--- config.mk ---
export PLATFORM = sky130hd
export DESIGN_NAME = plg_label_gen
export DESIGN_NICKNAME = d
export VERILOG_FILES = /design/src/logic/plg_map_sel.v /design/src/logic/plg_label_gen.v
export VERILOG_INCLUDE_DIRS = /design/src /design/src/logic
export SDC_FILE = /design/constraint.sdc
export NUM_CORES = 1
export LEC_CHECK = 0
export ABC_AREA = 1
export BUFFER_PORTS_ARGS = -buffer_cell sky130_fd_sc_hd__buf_4
export CAP_MARGIN = 10
export CORE_AREA = 2 2 336 338
export DETAILED_ROUTE_END_ITERATION = 6
export DIE_AREA = 0 0 338 340
export GPL_TIMING_DRIVEN = 0
export PLACE_DENSITY = 0.33
export SETUP_SLACK_MARGIN = 0.3
export SKIP_CTS_REPAIR_TIMING = 1
export SYNTH_ARGS = -nofsm -noshare
export SYNTH_HDL_FRONTEND = slang
export SYNTH_SLANG_ARGS = --single-unit
--- constraint.sdc ---
create_clock -name mclk_i -period 21.6 [get_ports mclk_i]
set_clock_uncertainty 0.15 [all_clocks]
set_input_delay 1.08 -clock mclk_i [delete_from_list [all_inputs] [get_ports mclk_i]]
set_output_delay 1.08 -clock mclk_i [all_outputs]
set_load 0.01 [all_outputs]
--- src/logic/plg_consts.vh ---
// Constants for the partition label generator
`ifndef PLG_CONSTS_VH
`define PLG_CONSTS_VH
`define PLG_PART_W 16
`define PLG_GRP_W 8
`define PLG_DEF_PART 16'h0000
`define PLG_DEF_GRP 8'h00
`define PLG_MAP_REGS 8
`define PLG_MAP_IDX_W 3
`define PLG_MAP_W 64
`define PLG_ENTRIES_PER_REG 4
// Label register field layout (64-bit)
`define PLG_F_PART_D_LSB 0
`define PLG_F_PART_I_LSB 16
`define PLG_F_GRP_D_LSB 32
`define PLG_F_GRP_I_LSB 40
`endif

--- src/logic/plg_map_sel.v ---
// Mapping register selector and field extractor for virtual identifier translation
`include "plg_consts.vh"
module plg_map_sel (
    input wire [511:0] map_regs_i,
    input wire [15:0] virt_i,
    output wire [15:0] phys_o
);
    reg [63:0] word;
    reg [15:0] field;
    always @*
    begin
        word = 64'h0000000000000000;
        field = 16'h0000;
        // Register index is virt/4; index above the last register reads zero
        if (virt_i[15:2] < `PLG_MAP_REGS)
        begin
            word = map_regs_i[virt_i[4:2]*64 +: 64];
        end
        field = word[virt_i[1:0]*16 +: 16];
    end
    assign phys_o = field;
endmodule // plg_map_sel

--- src/logic/plg_label_gen.v ---
// Partition identifier and monitoring group label generator
`include "plg_consts.vh"
module plg_label_gen (
    input wire mclk_i,
    input wire rst_n_i,
    input wire req_valid_i,
    input wire [1:0] level_sel_i,
    input wire instr_side_select_i,
    input wire level2_active_i,
    input wire [63:0] level3_label_reg_i,
    input wire [63:0] level2_label_reg_i,
    input wire [63:0] level1_label_reg_i,
    input wire [63:0] level0_label_reg_i,
    input wire [3:0] level_virtual_en_i,
    input wire [511:0] virtual_map_regs_i,
    input wire [31:0] virtual_map_valid_reg_i,
    input wire [2:0] max_map_reg_index_i,
    input wire [15:0] max_partition_ident_i,
    input wire [7:0] max_monitor_group_i,
    input wire err_forces_default_grp_i,
    output reg label_valid_o,
    output reg [15:0] partition_ident_o,
    output reg [7:0] monitor_group_o,
    output reg ident_error_o
);
    reg [63:0] lvl_reg;
    reg [15:0] raw_part;
    reg [7:0] raw_grp;
    reg [15:0] virt;
    reg [15:0] mapped;
    reg map_err;
    reg [15:0] next_part;
    reg [7:0] next_grp;
    reg next_err;
    wire [15:0] map_field;

    // Label register of the requested level; an inactive level 2 reads as zeros
    function [63:0] level_word;
        input [1:0] sel;
        input l2_on;
        input [63:0] r3;
        input [63:0] r2;
        input [63:0] r1;
        input [63:0] r0;
        begin
            // Two-bit selector covers all of 0..3, so no unspecified case arises
            case (sel)
                2'h3: level_word = r3;
                2'h2: level_word = l2_on ? r2 : 64'h0000000000000000;
                2'h1: level_word = r1;
                2'h0: level_word = r0;
                default: level_word = 64'h0000000000000000;
            endcase
        end
    endfunction

    // Instruction fetches use the instruction-side field of the word
    function [15:0] pick_ident;
        input [63:0] word;
        input instr;
        begin
            if (instr)
            begin
                pick_ident = word[`PLG_F_PART_I_LSB +: `PLG_PART_W];
            end
            else
            begin
                pick_ident = word[`PLG_F_PART_D_LSB +: `PLG_PART_W];
            end
        end
    endfunction

    // Group fields sit above both identifier fields
    function [7:0] pick_group;
        input [63:0] word;
        input instr;
        begin
            if (instr)
            begin
                pick_group = word[`PLG_F_GRP_I_LSB +: `PLG_GRP_W];
            end
            else
            begin
                pick_group = word[`PLG_F_GRP_D_LSB +: `PLG_GRP_W];
            end
        end
    endfunction

    // Shared by both identifier checks and the group check, so all compare alike
    function over_limit;
        input [15:0] val;
        input [15:0] lim;
        begin
            over_limit = (val > lim);
        end
    endfunction

    // Values beyond the table alias back into it; modulo was chosen over
    // clamping so that every virtual value still reaches a real entry
    function [15:0] reduce_virt;
        input [15:0] raw;
        input [2:0] top_idx;
        reg [15:0] vmax;
        begin
            vmax = {11'h000, top_idx, 2'h3};
            reduce_virt = raw;
            if (raw > vmax)
            begin
                reduce_virt = raw % (vmax + 16'h0001);
            end
        end
    endfunction

    plg_map_sel u_map (
        .map_regs_i(virtual_map_regs_i),
        .virt_i(virt),
        .phys_o(map_field)
    );

    // Both fields come from one word so identifier and group stay paired
    always @*
    begin
        lvl_reg = level_word(level_sel_i, level2_active_i, level3_label_reg_i, level2_label_reg_i,
                             level1_label_reg_i, level0_label_reg_i);
        raw_part = pick_ident(lvl_reg, instr_side_select_i);
        raw_grp = pick_group(lvl_reg, instr_side_select_i);
    end

    // Reduced value never exceeds 31, so five bits index the valid flags
    always @*
    begin
        virt = reduce_virt(raw_part, max_map_reg_index_i);
        mapped = `PLG_DEF_PART;
        map_err = 1'b0;
        if (virtual_map_valid_reg_i[virt[4:0]])
        begin
            mapped = map_field;
        end
        else if (virtual_map_valid_reg_i[0])
        begin
            mapped = virtual_map_regs_i[15:0];
        end
        else
        begin
            map_err = 1'b1;
        end
        if (over_limit(mapped, max_partition_ident_i))
        begin
            mapped = `PLG_DEF_PART;
            map_err = 1'b1;
        end
    end

    // Range check comes first: an out-of-range value never reaches the table
    always @*
    begin
        next_part = raw_part;
        next_err = 1'b0;
        if (over_limit(raw_part, max_partition_ident_i))
        begin
            next_part = `PLG_DEF_PART;
            next_err = 1'b1;
        end
        else if (level_virtual_en_i[level_sel_i])
        begin
            next_part = mapped;
            next_err = map_err;
        end
    end

    // Either group choice on error is allowed; a pin picks which one
    always @*
    begin
        next_grp = raw_grp;
        if (next_err && err_forces_default_grp_i)
        begin
            next_grp = `PLG_DEF_GRP;
        end
        else if (over_limit({8'h00, raw_grp}, {8'h00, max_monitor_group_i}))
        begin
            next_grp = `PLG_DEF_GRP;
        end
    end

    // All three labels are captured in the same edge as the request
    always @(posedge mclk_i)
    begin
        if (!rst_n_i)
        begin
            label_valid_o <= 1'b0;
            partition_ident_o <= `PLG_DEF_PART;
            monitor_group_o <= `PLG_DEF_GRP;
            ident_error_o <= 1'b0;
        end
        else
        begin
            label_valid_o <= req_valid_i;
            if (req_valid_i)
            begin
                partition_ident_o <= next_part;
                monitor_group_o <= next_grp;
                ident_error_o <= next_err;
            end
        end
    end
endmodule // plg_label_gen

==> results by group <==
Setup path
  • Crit path max-delay cell type: ha_1
  • Crit path capture type: register
  • Cell mode on critical path: nand2_2
  • Setup crit start kind: input port
  • R2R depth: 2
  • Critical Path Sink: monitor_group_o[4]
  • R2R Setup Slk: 20.77 ns
  • Worst r2r src: partition_ident_o[11]
  • R2r endpoint: partition_ident_o[11]
  • Worst setup path category: input port to register
  • Largest stage delay, worst path: 0.33 ns
  • Worst endpoint required time: 21.66 ns
  • Crit path DAT: 21.71 ns
  • CP Launch Point: level_sel_i[1]
  • Worst-path fanout max: 8

Logic synthesis
  • Mapped cell area: 15500 sq um
  • Avg Cell Area, Syn: 5.33 sq um
  • Synth warnings: 0
  • Net count of the mapped netlist: 3838
  • Unique masters post-synth: 67
  • Sequential area share after synthesis: 3.36%
  • Synth Instances: 2902
  • EDFF count, synth: 0
  • Async set-reset flop share out of synthesis: 0%
  • Register bit total from synthesis: 26
  • Most used flip-flop cell after synthesis: dfxtp_1

Outcome
  • Failing checks: DRC, setup timing
  • Outcome: finished, violations left

Drt
  • Drt via density: 4.46
  • DR iter-0 viols: 1574
  • Drt pass-1 iters: 7
  • Final wirelength: 135 mm
  • Vias: 23900
  • DR WL/cell: 25.2 um
  • Final routed DRC violation total: 3
  • Antenna Nets Post-Route: 0

Clock network
  • Sink Count: 26
  • Clock Path Buffers: 2
  • H-tree depth: 1
  • CTS Buf Count: 3
  • Root buf cell: clkbuf_16
  • Worst skew pair latency: 0.28 ns
  • Worst-path clk slew: 0.08 ns
  • CTS tree: yes

Placement
  • Placement Setup Slack: -5.12 ns
  • DP Cell Count: 5198
  • GP Congestion: 0.931
  • HPWL Detailed: 117 mm
  • PortBufs: 796
  • Area post-placement: 23500 sq um

Die
  • Die area: 115000 sq um
  • Die height: 340 um
  • Ports: 865
  • Row count: 123
  • Core area: 112000 sq um
  • Initial core utilization: 13.9%
  • Die Width: 338 um

Final layout
  • Share of layout cells above drive strength 1: 39.7%
  • Commonest non-fill, non-tap cell in the layout: buf_4
  • Layout fillers: 13100
  • Nets@finish: 4762
  • Final Non-Filler Cells: 5345
  • Most frequent cells in the layout: buf_4, nand2_1, nand3_1, inv_1, nand3b_1
  • Area growth syn-to-layout: 76.4%
  • Post-route cell area: 27300 sq um

Timing
  • Slew margin rel.: 28.4%
  • Maximum clock frequency: 46.2 MHz
  • Slew @ Worst Pin: 1.07 ns
  • Hold Violations, Final: 0
  • Unrepaired setup endpoints after global routing: true
  • Hold_ws: 0.321 ns
  • Slew Viols, Final: 0
  • Min setup slack post-route: -0.0471 ns
  • Fin crit period: 21.65 ns
  • Final Cycle Share: 100%
  • Setup Viol. Count Final: 7

Global route
  • Vias in the first global route: 22700
  • Antenna violations before repair: 40
  • Largest net degree at the start of global routing: 19
  • First-pass GRT wire length: 177 mm
  • Remaining Overflow, GRT: 0
  • Total GRT Usage: 21.9%

Hold path
  • Min-delay worst type: register to register

Job
  • Maxcap violations: 0
==> how the worst min path moves through the flow <==
stage                                    start                   end  slack (ns)  depth (start not counted)
after floorplan             monitor_group_o[1]    monitor_group_o[1]        0.34                          2
after global placement      monitor_group_o[1]    monitor_group_o[1]        0.30                          2
after detailed placement    monitor_group_o[3]    monitor_group_o[3]        0.31                          2
after CTS                   monitor_group_o[3]    monitor_group_o[3]        0.32                          2
after global routing      partition_ident_o[3]  partition_ident_o[3]        0.33                          2
final                     partition_ident_o[3]  partition_ident_o[3]        0.32                          2
==> cell usage after synthesis (all sizes together), types with 9 or more instances <==
cell	instances	area, sq um
xor2	30	263
xnor2	12	113
dfxtp	26	521
o21ai	72	372
a221oi	27	236
nand3	666	3500
nand2	764	3000
nand3b	184	1380
a21oi	75	387
nor3	15	91.3
buf	102	664
a21o	10	75.1
nand4	35	234
clkbuf	73	278
a31oi	12	75.1
nor2	143	663
inv	478	1800
ha	97	1210
o21bai	9	67.6
==> area by class of cell <==
type	count	area, sq um	share of cell area [%]
Antenna cell	20	50.0	0.183
Buffer	183	1500	5.50
Clock buffer	3	75.1	0.275
Clock inverter	1	30.0	0.110
Inverter	481	1890	6.92
Multi-Input combinational cell	2212	14300	52.2
Sequential cell	26	520	1.91
Tap cell	1500	1880	6.88
Timing Repair Buffer	919	7090	26.0
==> metrics by stage <==
step | TNS (ns) | utilization (%)
2_1_floorplan | 0 | -
3_3_place_gp | -118.59 | 21.0
3_5_place_dp | -118.65 | 21.0
4_1_cts | -113.22 | 21.1
5_1_grt | -28.40 | 24.5
6_report | -0.209 | 24.5
==> critical path: cells and delay by family <==
family | cells | cell delay [ns]
and+or+nand+nor | 81 | 8.19
AOI/OAI and AO/OA | 43 | 5.39
buffers and inverters | 35 | 2.98
adders and majority gates | 15 | 3.94
==> sequential cells by signal, summed over array words and instances, names as in the netlist <==
name	count
ident_error_o	1
partition_ident_o	16
monitor_group_o	8
label_valid_o	1
==> layer usage <==
metal / vias to the layer above / share of wire, % / track usage [%]
met5: - / 0.14 / 0
met4: 30 / 1.5 / 3.33
met3: 103 / 8.0 / 5.44
met2: 844 / 45 / 35.2
met1: 11500 / 45 / 29.8
li1: 11400 / - / -
==> cell families (layout without fill, tap and decap cells) <==
kind of cell	Yosys count	count (layout)	synth area share (%)
buffers and inverters	664	1587	18.3
and+or+nand+nor	1822	1822	57.9
AOI/OAI and AO/OA	250	250	10.1
DFF	26	26	3.36
muxes	1	1	0.0647
xor gates and xnor gates	42	42	2.43
adders and majority gates	97	97	7.84
other	0	20	0
Power is left out: the tool's default activity adds up to more than one toggle a clock period on the data nets, which glitch-free logic cannot reach.
